**config.mk**
```make
export PLATFORM = sky130hd
export DESIGN_NAME = ccr_card_control_registers
export DESIGN_NICKNAME = d
export VERILOG_FILES = /design/src/design/ccr_pkg.sv /design/src/design/ccr_card_control_registers.sv
export SDC_FILE = /design/constraint.sdc
export NUM_CORES = 1
export LEC_CHECK = 0
export BUFFER_PORTS_ARGS = -buffer_cell sky130_fd_sc_hd__buf_2
export CAP_MARGIN = 20
export CORE_MARGIN = 2
export CORE_UTILIZATION = 35
export DETAILED_ROUTE_END_ITERATION = 12
export GPL_ROUTABILITY_DRIVEN = 0
export PLACE_DENSITY = 0.67
export SETUP_SLACK_MARGIN = 0.5
export SLEW_MARGIN = 0
export SYNTH_ARGS = -nofsm -noshare
export SYNTH_HDL_FRONTEND = slang
export SYNTH_SLANG_ARGS = --single-unit
```
**constraint.sdc**
```tcl
create_clock -name clk -period 3.17 [get_ports clk]
set_input_delay 0.7925 -clock clk [delete_from_list [all_inputs] [get_ports clk]]
set_output_delay 0.7925 -clock clk [all_outputs]
set_load 0.05 [all_outputs]
```
**src/design/ccr_pkg.sv**
```systemverilog
// Package with the register map, field layout and constants of the card control registers.
package ccr_pkg;

  // ----------------------------------------------------------------
  // Register indices and bus geometry
  // ----------------------------------------------------------------
  localparam int unsigned CCR_AW = 16;
  localparam logic [CCR_AW-1:0] CCR_IDX_BOARD_COMMAND = 16'h0064;
  localparam logic [CCR_AW-1:0] CCR_IDX_KERNEL_VERSION = 16'h04ba;
  localparam logic [CCR_AW-1:0] CCR_IDX_CUSTOM_CODES = 16'h0c3a;
  localparam logic [CCR_AW-1:0] CCR_IDX_CHANNEL_SELECT = 16'h2af8;
  localparam logic [CCR_AW-1:0] CCR_IDX_CHANNEL_TOTAL = 16'h2af9;
  localparam logic [CCR_AW-1:0] CCR_IDX_STATUS = 16'h2afa;

  // ----------------------------------------------------------------
  // Field layout
  // ----------------------------------------------------------------
  localparam int unsigned CCR_VER_MAJOR_LSB = 24;
  localparam int unsigned CCR_VER_MINOR_LSB = 16;
  localparam int unsigned CCR_VER_BUILD_LSB = 0;
  localparam int unsigned CCR_CM_BASE_LSB = 0;
  localparam int unsigned CCR_CM_FRONT_LSB = 8;
  localparam int unsigned CCR_CM_SYNC_LSB = 16;
  localparam int unsigned CCR_MAX_CH = 4;

  // ----------------------------------------------------------------
  // Codes and reset values
  // ----------------------------------------------------------------
  localparam logic [31:0] CCR_FULL_BOARD_RESET_CMD = 32'h0000_0001;
  localparam logic [CCR_MAX_CH-1:0] CCR_CHSEL_RESET = 4'h1;
  localparam logic [2:0] CCR_CHTOTAL_RESET = 3'h1;
  localparam logic [3:0] CCR_SOFT_RESET_CYCLES = 4'h8;

  // Status word bit positions.
  localparam int unsigned CCR_ST_VALUE_ERR = 0;
  localparam int unsigned CCR_ST_RESET_BUSY = 1;
  localparam int unsigned CCR_ST_MEM_VALID = 2;

  typedef enum logic [1:0] {
    CCR_ST_IDLE,
    CCR_ST_RESET,
    CCR_ST_RUN
  } ccr_state_e;

endpackage

```
**src/design/ccr_card_control_registers.sv**
```systemverilog
// Card control register bank: version, custom codes, board command and channel selection.
//
// Summary of operation
// - Kernel version word: major in bits 31:24, minor 23:16, build 15:0.
// - Kernel version reads the driver version in use; writes are ignored.
// - Custom codes: base in byte 0, front-end byte 1, sync module byte 2.
// - Custom codes read zero on a standard build.
// - Command register is write-only; reset command starts a full board reset.
// - Command reset acts on hardware exactly like power-on reset, except that the read port keeps working and board_reset_busy is raised.
// - After command reset every setting holds its default.
// - Command reset marks sample memory contents invalid.
// - Command reset disables trigger and clock outputs until reconfigured.
// - Channel bitmap: bit n enables output channel n, combined by OR.
// - A new mask applies only when the next generation run starts.
// - Only the listed masks for 1, 2 or 4 channel cards are accepted.
// - An illegal mask raises a value error and keeps the old setting.
// - Bits of channels not fitted are never accepted for NUM_CH of 1 or 2; any other NUM_CH uses the 4-channel table.
// - Sample memory is shared among enabled channels only.
// - Reading the bitmap returns the most recently accepted mask.
// - Channel total returns the set-bit count of the accepted mask.
`timescale 1ns/100ps
`default_nettype none

module ccr_card_control_registers
  import ccr_pkg::*;
#(
  parameter int unsigned NUM_CH = 4,
  parameter int unsigned MEM_AW = 30,
  parameter logic [7:0] VER_MAJOR = 8'h01,
  parameter logic [7:0] VER_MINOR = 8'h00,
  parameter logic [15:0] VER_BUILD = 16'h0001,
  // Custom codes are arbitrary; zero marks a standard build.
  parameter logic [7:0] CM_BASE = 8'h00,
  parameter logic [7:0] CM_FRONT = 8'h00,
  parameter logic [7:0] CM_SYNC = 8'h00
) (
  // Clock and reset
  input wire logic clk,
  input wire logic resetn,
  // Register port
  input wire logic [CCR_AW-1:0] reg_addr,
  input wire logic [31:0] reg_wdata,
  input wire logic reg_wr,
  input wire logic reg_rd,
  output logic [31:0] reg_rdata,
  // Run control
  input wire logic run_start,
  input wire logic run_stop,
  // Auxiliary output configuration and memory load
  input wire logic aux_trig_en_set,
  input wire logic aux_clk_en_set,
  input wire logic mem_load_done,
  // Block outputs
  output logic [CCR_MAX_CH-1:0] run_channel_mask,
  output logic [MEM_AW-1:0] mem_per_channel,
  output logic running,
  output logic trig_out_en,
  output logic clk_out_en,
  output logic mem_valid,
  output logic board_reset_busy,
  output logic value_err
);

  // ----------------------------------------------------------------
  // Internal state
  // ----------------------------------------------------------------
  logic [CCR_MAX_CH-1:0] chsel_r;
  logic [2:0] chtotal_r;
  logic [3:0] rst_cnt_r;
  ccr_state_e state_r;
  logic soft_rst;
  logic mask_ok;
  logic [2:0] pop_nxt;
  logic [CCR_MAX_CH-1:0] wmask;
  logic cmd_wr;
  logic chsel_wr;

  assign wmask = reg_wdata[CCR_MAX_CH-1:0];
  assign cmd_wr = reg_wr && (reg_addr == CCR_IDX_BOARD_COMMAND);
  assign chsel_wr = reg_wr && (reg_addr == CCR_IDX_CHANNEL_SELECT);
  // While state_r is CCR_ST_RESET every setting and output except the read port and board_reset_busy is held as under power-on reset.
  assign soft_rst = (state_r == CCR_ST_RESET);

  // ----------------------------------------------------------------
  // Mask check
  // ----------------------------------------------------------------
  // Only 1, 2 or 4 set bits form a legal mask, inside the fitted channels for
  // NUM_CH of 1 or 2 and inside the low four bits for any other NUM_CH.
  always_comb begin
    mask_ok = 1'b0;
    if (reg_wdata[31:CCR_MAX_CH] == '0) begin
      unique case (NUM_CH)
        1: mask_ok = (wmask == 4'h1);
        2: mask_ok = (wmask == 4'h1) || (wmask == 4'h2) || (wmask == 4'h3);
        default: mask_ok = (wmask != 4'h0) && (wmask != 4'h7) && (wmask != 4'hb) &&
          (wmask != 4'hd) && (wmask != 4'he);
      endcase
    end
  end

  always_comb begin
    pop_nxt = 3'h0;
    for (int i = 0; i < CCR_MAX_CH; i++) begin
      pop_nxt = pop_nxt + {2'b00, wmask[i]};
    end
  end

  // ----------------------------------------------------------------
  // Board reset sequencer
  // ----------------------------------------------------------------
  always_ff @(posedge clk or negedge resetn) begin
    if (!resetn) begin
      state_r <= CCR_ST_IDLE;
      rst_cnt_r <= 4'h0;
    end else begin
      unique case (state_r)
        CCR_ST_IDLE, CCR_ST_RUN: begin
          if (cmd_wr && reg_wdata == CCR_FULL_BOARD_RESET_CMD) begin
            state_r <= CCR_ST_RESET;
            rst_cnt_r <= CCR_SOFT_RESET_CYCLES;
          end else if (state_r == CCR_ST_IDLE && run_start) begin
            state_r <= CCR_ST_RUN;
          end else if (state_r == CCR_ST_RUN && run_stop) begin
            state_r <= CCR_ST_IDLE;
          end
        end
        CCR_ST_RESET: begin
          rst_cnt_r <= rst_cnt_r - 4'h1;
          if (rst_cnt_r == 4'h1) begin
            state_r <= CCR_ST_IDLE;
          end
        end
        default: state_r <= CCR_ST_IDLE;
      endcase
    end
  end

  // ----------------------------------------------------------------
  // Channel selection
  // ----------------------------------------------------------------
  always_ff @(posedge clk or negedge resetn) begin
    if (!resetn) begin
      chsel_r <= CCR_CHSEL_RESET;
      chtotal_r <= CCR_CHTOTAL_RESET;
      value_err <= 1'b0;
    end else if (soft_rst) begin
      chsel_r <= CCR_CHSEL_RESET;
      chtotal_r <= CCR_CHTOTAL_RESET;
      value_err <= 1'b0;
    end else if (chsel_wr) begin
      if (mask_ok) begin
        chsel_r <= wmask;
        chtotal_r <= pop_nxt;
        value_err <= 1'b0;
      end else begin
        value_err <= 1'b1;
      end
    end
  end

  // A mask takes hold only at the start of a run, so a write during a
  // run cannot disturb the channels being generated.
  always_ff @(posedge clk or negedge resetn) begin
    if (!resetn) begin
      run_channel_mask <= CCR_CHSEL_RESET;
      mem_per_channel <= '1;
      running <= 1'b0;
    end else if (soft_rst) begin
      run_channel_mask <= CCR_CHSEL_RESET;
      mem_per_channel <= '1;
      running <= 1'b0;
    end else begin
      if (state_r == CCR_ST_IDLE && run_start && !cmd_wr) begin
        run_channel_mask <= chsel_r;
        // Power-of-two totals make the share a plain shift.
        unique case (chtotal_r)
          3'h4: mem_per_channel <= {2'b00, {(MEM_AW-2){1'b1}}};
          3'h2: mem_per_channel <= {1'b0, {(MEM_AW-1){1'b1}}};
          default: mem_per_channel <= '1;
        endcase
        running <= 1'b1;
      end else if (state_r == CCR_ST_RUN && run_stop) begin
        running <= 1'b0;
      end
    end
  end

  // ----------------------------------------------------------------
  // Auxiliary outputs and memory validity
  // ----------------------------------------------------------------
  always_ff @(posedge clk or negedge resetn) begin
    if (!resetn) begin
      trig_out_en <= 1'b0;
      clk_out_en <= 1'b0;
      mem_valid <= 1'b0;
      board_reset_busy <= 1'b0;
    end else begin
      board_reset_busy <= (state_r == CCR_ST_RESET) ||
        (cmd_wr && reg_wdata == CCR_FULL_BOARD_RESET_CMD);
      if (soft_rst) begin
        trig_out_en <= 1'b0;
        clk_out_en <= 1'b0;
        mem_valid <= 1'b0;
      end else begin
        if (aux_trig_en_set) begin
          trig_out_en <= 1'b1;
        end
        if (aux_clk_en_set) begin
          clk_out_en <= 1'b1;
        end
        if (mem_load_done) begin
          mem_valid <= 1'b1;
        end
      end
    end
  end

  // ----------------------------------------------------------------
  // Read port
  // ----------------------------------------------------------------
  always_ff @(posedge clk or negedge resetn) begin
    if (!resetn) begin
      reg_rdata <= 32'h0000_0000;
    end else if (reg_rd) begin
      unique case (reg_addr)
        CCR_IDX_KERNEL_VERSION: begin
          reg_rdata <= (32'(VER_MAJOR) << CCR_VER_MAJOR_LSB) |
            (32'(VER_MINOR) << CCR_VER_MINOR_LSB) |
            (32'(VER_BUILD) << CCR_VER_BUILD_LSB);
        end
        CCR_IDX_CUSTOM_CODES: begin
          reg_rdata <= (32'(CM_BASE) << CCR_CM_BASE_LSB) |
            (32'(CM_FRONT) << CCR_CM_FRONT_LSB) |
            (32'(CM_SYNC) << CCR_CM_SYNC_LSB);
        end
        CCR_IDX_CHANNEL_SELECT: reg_rdata <= {28'h0000000, chsel_r};
        CCR_IDX_CHANNEL_TOTAL: reg_rdata <= {29'h00000000, chtotal_r};
        CCR_IDX_STATUS: begin
          reg_rdata <= 32'h0000_0000;
          reg_rdata[CCR_ST_VALUE_ERR] <= value_err;
          reg_rdata[CCR_ST_RESET_BUSY] <= board_reset_busy;
          reg_rdata[CCR_ST_MEM_VALID] <= mem_valid;
        end
        CCR_IDX_BOARD_COMMAND: reg_rdata <= 32'h0000_0000;
        default: reg_rdata <= 32'h0000_0000;
      endcase
    end else begin
      reg_rdata <= 32'h0000_0000;
    end
  end

endmodule

`default_nettype wire

```
; ---- Word-level counts from Yosys, hierarchy flattened
; Index checks and enable logic that the tools add are counted.
[classes]
add_sub_neg = 4
eq_ne = 18
muxes = 33
reduce_logical = 27
[op_table]
columns = operator, n
row1 = one-hot mux 25 bit (4 select lines), 1
row2 = two-way mux 30 bit, 2
row3 = one-hot mux 30 bit (2 select lines), 1
row4 = "equality test 16 x 14 -> 1 bit, second input constant", 3
row5 = "equality test 32 x 1 -> 1 bit, second input constant", 1
row6 = two-way mux 32 bit, 1
row7 = logical NOT 28 bit, 1
row8 = two-way mux 4 bit, 6
row9 = "equality test 16 x 11 -> 1 bit, second input constant", 1
row10 = "equality test 16 x 7 -> 1 bit, second input constant", 1
row11 = "!= test 4 bit, second input constant", 4
row12 = nonzero test 2 bit, 7
row13 = two-way mux 1 bit, 13
row14 = logical AND 1 bit, 10
row15 = two-way mux 3 bit, 3
row16 = two-way mux 2 bit, 4
row17 = one-hot mux 4 bit (2 select lines), 1
row18 = AND reduction 2 bit, 3
row19 = "equality test 4 x 1 -> 1 bit, second input constant", 1
row20 = "!= test 4 x 3 -> 1 bit, second input constant", 1
row21 = one-hot mux 2 bit (2 select lines), 1
row22 = nonzero test 4 bit, 1
row23 = "subtractor 4 x 1 -> 4 bit, second input constant", 1
row24 = adder 2 x 1 -> 3 bit, 1
row25 = 13 further kinds, 13
[word_totals]
ff_bits = 85
wordCells = 95

; ---- Depth between registers and ports, before layout
[depth]
word_depth = 9
ltp_mapped = 7

; ---- Worst setup path after synthesis
; No wires, ideal clock.
[synth_path]
path_type = in2reg
start = in reg_addr[12]
end = reg reg_rdata[2]
setup_time_ns = 0.073
arrival_ns = 2.155
required_ns = 3.097
path_slack_ns = 0.941
stages = 5
n_path_buf = 0
cell_sequence = or3_4 -> or4_4 -> nor4b_4 -> a222oi_1 -> nor2_1
[synth_between]
elab_chain_cells = 3
elab_cells_between_ends = 6
cone_classes = 4 x eq/ne / 2 x mux
[synth_lines]
columns = element, line
row1 = from (decl), ccr_card_control_registers.sv:41  ; input wire logic [CCR_AW-1:0] reg_addr,
row2 = equality test 16 x 14 -> 1 bit / equality test 16 x 11 -> 1 bit (equally long branches), ccr_card_control_registers.sv:225  ; unique case (reg_addr)
row3 = one-hot mux 25 bit (4 select lines) *, ccr_card_control_registers.sv:225
row4 = two-way mux 32 bit *, ccr_card_control_registers.sv:224  ; end else if (reg_rd) begin
row5 = to (signal assigned), ccr_card_control_registers.sv:227  ; reg_rdata <= (32'(VER_MAJOR) << CCR_VER_MAJOR_LSB) |
row6 = to (signal assigned), ccr_card_control_registers.sv:232  ; reg_rdata <= (32'(CM_BASE) << CCR_CM_BASE_LSB) |
row7 = to (signal assigned), ccr_card_control_registers.sv:236  ; CCR_IDX_CHANNEL_SELECT: reg_rdata <= {28'h0000000, chsel_r};
row8 = to (decl), ccr_card_control_registers.sv:45  ; output logic [31:0] reg_rdata,
; Every way passes the cells marked *; elsewhere a longest branch is shown, timed or not.
; A chain may end at the register's enable or synchronous reset.

; ---- Worst setup path after layout
[layout_path]
start = in reg_addr[12]
end = reg board_reset_busy
[layout_between]
elab_chain_cells = 4
[layout_lines]
columns = element, line
row1 = equality test 16 x 7 -> 1 bit, ccr_card_control_registers.sv:79  ; assign cmd_wr = reg_wr && (reg_addr == CCR_IDX_BOARD_COMMAND);
row2 = logical AND 1 bit, ccr_card_control_registers.sv:79
row3 = logical AND 1 bit, ccr_card_control_registers.sv:199  ; (cmd_wr && reg_wdata == CCR_FULL_BOARD_RESET_CMD);
row4 = logical OR 1 bit, ccr_card_control_registers.sv:198  ; board_reset_busy <= (state_r == CCR_ST_RESET) ||
row5 = to (signal assigned), ccr_card_control_registers.sv:198
row6 = to (decl), ccr_card_control_registers.sv:60  ; output logic board_reset_busy,
; Every way passes these cells.

==> impl_table.tex <==
\begin{tabular}{lr}
\hline
Metric & Value \\
\hline
\multicolumn{2}{l}{\textbf{Worst setup path}} \\
Worst R2R Start & state\_r[0] \\
Crit path launch & reg\_addr[12] \\
Cells traversed along the worst timing path & buf\_2 -> or3\_4 -> nor4\_1 -> nand4\_1 -> nor4b\_1 -> or2\_2 \\
Kind of start point of the critical path & input pin \\
Family with the most delay on the worst path & simple AND/OR/NAND/NOR gates \\
Data required time of the worst path & 3.39 ns \\
Slowest cell on crit path & nor4\_1 \\
Arrival time worst endpoint & 2.56 ns \\
Critical path class & in -> reg \\
Critical path buffer and inverter count & 1 \\
Reg2Reg Setup Slack & 1.70 ns \\
Max incr delay on CP & 0.52 ns \\
Worst-path maximum fanout & 4 \\
Endpoint class of the critical path & flop \\
\multicolumn{2}{l}{\textbf{Yosys}} \\
Share of synthesized flip-flops with an asynchronous set or reset & 1.00 \\
Synthesized instance count & 231 \\
Seq cells post-synth & 30 \\
Post-synthesis cell area & 2100 um2 \\
Count of different cell masters after synthesis & 44 \\
Synth Warn \# & 0 \\
Post-synth EDFFs & 0 \\
Syn avg cell area & 9.11 um2 \\
Sequential area share after synthesis & 0.360 \\
Top flip-flop cell by instance count after synthesis & dfrtp\_1 \\
\multicolumn{2}{l}{\textbf{Detailed routing}} \\
Average wire per standard cell & 11.7 um \\
Via-per-instance ratio & 4.62 \\
Via total after detailed routing & 1766 \\
Number of nets still failing antenna checks after routing & 0 \\
Detailed router's first-iteration violation count & 66 \\
Initial DRT Pass Iterations & 4 \\
Final routed wirelength across all metal layers & 4.45 mm \\
Remaining DRCs & 0 \\
\multicolumn{2}{l}{\textbf{Floorplan}} \\
Area of the die & 6650 um2 \\
Core ar. & 5850 um2 \\
Number of cell rows & 28 \\
Effective utilization at floorplan & 0.359 \\
Die width & 81.5 um \\
Die H & 81.5 um \\
Io pins & 129 \\
\multicolumn{2}{l}{\textbf{Power and ir drop}} \\
Part of the total power dissipated in combinational logic & 0.259 \\
Leakage Power & 1.24 nW \\
Switching Share & 0.373 \\
Part of the power in the clock network & 0.318 \\
Power per cell area & 384 nW/um2 \\
VDD IR-drop max & 0.147 mV \\
Net Sw Power & 0.346 mW \\
Power Total & 0.929 mW \\
Int Power & 0.582 mW \\
Power share of the sequential group & 0.423 \\
\multicolumn{2}{l}{\textbf{CTS}} \\
Post CTS Setup Buffer Count & 0 \\
Clk Tree Root Cell & clkbuf\_8 \\
Number of instances resized during post-cts repair & 0 \\
CTS Buffer Depth & 2 \\
Clock tree from TritonCTS & yes \\
Number of buffers inserted for hold repair after clock tree synthesis & 0 \\
Htree depth & 2 \\
Later-pin clock latency in the skew report & 0.28 ns \\
Clock input transition at the sequential cells of the worst setup and hold paths & 0.06 ns \\
Clock buffers created by TritonCTS & 5 \\
Number of clock sinks seen by CTS & 30 \\
\multicolumn{2}{l}{\textbf{Placement}} \\
Count of port buffers added during placement & 73 \\
Instance area at placement & 2340 um2 \\
Half-perimeter wire length after placement & 3.58 mm \\
Number of placed cells counting well taps & 374 \\
\multicolumn{2}{l}{\textbf{STA}} \\
Final TNS setup & 0 ns \\
Number of hold-slack violations in the final timing report & 0 \\
Slew at the pin closest to its max-slew limit & 0.671 ns \\
Max\_slew headroom & 0.548 \\
Fmax achieved & 428 MHz \\
Slew Viols, Final & 0 \\
Worst clock skew & 0.00511 ns \\
Final critical path time including I/O delays and setup & 2.34 ns \\
Total of endpoints with negative setup slack in the final report & 0 \\
RSZ-0062 raised after global routing & false \\
Post-route clock period utilization & 0.737 \\
\multicolumn{2}{l}{\textbf{Finish}} \\
Fraction of layout instances using a drive strength above 1 & 0.306 \\
Synthesis-to-finish area growth & 15.1\% \\
Number of non-filler instances in the completed layout & 382 \\
Share of the core filled with cells in the final layout & 0.414 \\
Number of inserted diodes & 0 \\
Area taken by multi-input logic gates & 1090 um2 \\
Finished Cell Area & 2420 um2 \\
Filler cell count & 599 \\
Final nets & 372 \\
Sequential Area & 757 um2 \\
\multicolumn{2}{l}{\textbf{Flow run}} \\
Max capacitance violation total & 0 \\
\multicolumn{2}{l}{\textbf{Global routing}} \\
First-pass GRT wire length & 6.68 mm \\
Total grt overflow & 0 \\
Number of global-route vias before repair & 1513 \\
Maximum number of pins on one net before global-route repair & 31 \\
Total global routing track utilization & 0.134 \\
Number of antenna violations at the first check in global routing & 0 \\
\multicolumn{2}{l}{\textbf{Run status}} \\
Outcome & finished, final reports clean \\
\multicolumn{2}{l}{\textbf{Min path}} \\
Worst min-delay path category & reg -> reg \\
Start point of the worst min-delay path & clk\_out\_en \\
\hline
\end{tabular}
==> per-stage QoR <==
stage,hold WS [ns],setup slack (ns)
floorplan,0.488,0.941
global placement,0.469,0.643
finish,0.489,0.833
CTS,0.494,0.882
detailed placement,0.480,0.597
global route,0.537,0.718
==> worst min-delay path, cell delays in order (launching register included) <==
cell and delay [ns]:
dfrtp_1 0.33, nor2_1 0.04, nor2_1 0.07
==> power by group through the flow <==
stage	combinational [mW]	sequential, mW	clock, mW
6_report	0.240	0.393	0.296
5_1_grt	0.256	0.393	0.323
4_1_cts	0.241	0.392	0.307
3_5_place_dp	0.240	0.399	0
3_3_place_gp	0.238	0.399	0
2_1_floorplan	0.226	0.408	0
==> worst paths after layout <==
check	end	cells after the start
max	board_reset_busy	6
min	clk_out_en	2
max reg2reg	rst_cnt_r[2]	5
min reg2reg	clk_out_en	2
max in group asynchronous	rst_cnt_r[2]	1
min in group asynchronous	chsel_r[2]	1
==> cells in the mapped netlist, drive strengths merged (2+ instances only) <==
cell | instances | area [um2]
nor4 | 10 | 77.6
nand3 | 10 | 50.1
o21ai | 16 | 80.1
a222oi | 2 | 20.0
nor4b | 4 | 50.1
nor2 | 15 | 56.3
ha | 8 | 100
and2 | 3 | 18.8
inv | 7 | 26.3
and3 | 7 | 43.8
nor2b | 4 | 25.0
a21oi | 9 | 45.0
a211oi | 2 | 15.0
or2 | 2 | 12.5
dfstp | 5 | 131
nor3 | 7 | 40.0
conb | 2 | 7.51
clkbuf | 3 | 11.3
nand2b | 4 | 25.0
xnor2 | 2 | 17.5
dfrtp | 25 | 626
buf | 56 | 420
o211ai | 2 | 15.0
nand2 | 10 | 37.5
==> layer usage <==
| metal | global-route usage | vias to the layer above | wire, um |
|---|---|---|---|
| met4 | 0.0780 | 0 | 43 |
| met2 | 0.221 | 109 | 2200 |
| met3 | 0.0165 | 4 | 418 |
| li1 | - | 846 | - |
| met5 | 0 | - | 0 |
| met1 | 0.166 | 807 | 1800 |
==> cell usage in the layout, fill, tap and decap left out, types with 2 or more instances in the layout <==
| master | netlist | routed |
|---|---|---|
| a211oi_1 | 2 | 2 |
| a21oi_1 | 9 | 9 |
| a222oi_1 | 2 | 2 |
| and2_1 | 3 | 3 |
| and3_1 | 7 | 7 |
| buf_2 | 0 | 73 |
| clkbuf_8 | 0 | 5 |
| clkinv_2 | 0 | 2 |
| conb_1 | 2 | 55 |
| dfrtp_1 | 25 | 25 |
| dfstp_2 | 5 | 5 |
| ha_1 | 8 | 8 |
| inv_1 | 7 | 7 |
| nand2_1 | 10 | 10 |
| nand2b_1 | 4 | 4 |
| nand3_1 | 10 | 10 |
| nor2_1 | 15 | 15 |
| nor2b_1 | 4 | 4 |
| nor3_1 | 6 | 6 |
| nor4_1 | 9 | 9 |
| nor4b_1 | 3 | 3 |
| o211ai_1 | 2 | 2 |
| o21ai_0 | 15 | 15 |
| or2_2 | 2 | 2 |
| xnor2_1 | 2 | 2 |
==> sequential cells by signal, indices dropped and copies added, names as in the netlist <==
signal / count
reg_rdata: 5
chsel_r: 4
rst_cnt_r: 4
run_channel_mask: 4
chtotal_r: 3
mem_per_channel: 2
state_r: 2
board_reset_busy: 1
clk_out_en: 1
mem_valid: 1
running: 1
trig_out_en: 1
value_err: 1
==> layout make-up <==
type                    count  share of cell area
inverters                   7              0.0109
clock inverters             2             0.00414
clock buffers               6              0.0300
multi-input cells         188               0.449
well taps                  75              0.0388
repair buffers             74               0.154
flip-flops and latches     30               0.313
==> cell families after synthesis <==
group           count (synthesis)  synth area share
other cells                     2           0.00357
buf+inv                        66             0.218
fa+ha+maj                       9            0.0571
xor+xnor                        3            0.0125
compound gates                 38             0.111
simple gates                   83             0.238
flops                          30             0.360
Power figures use the tool's default switching activity.
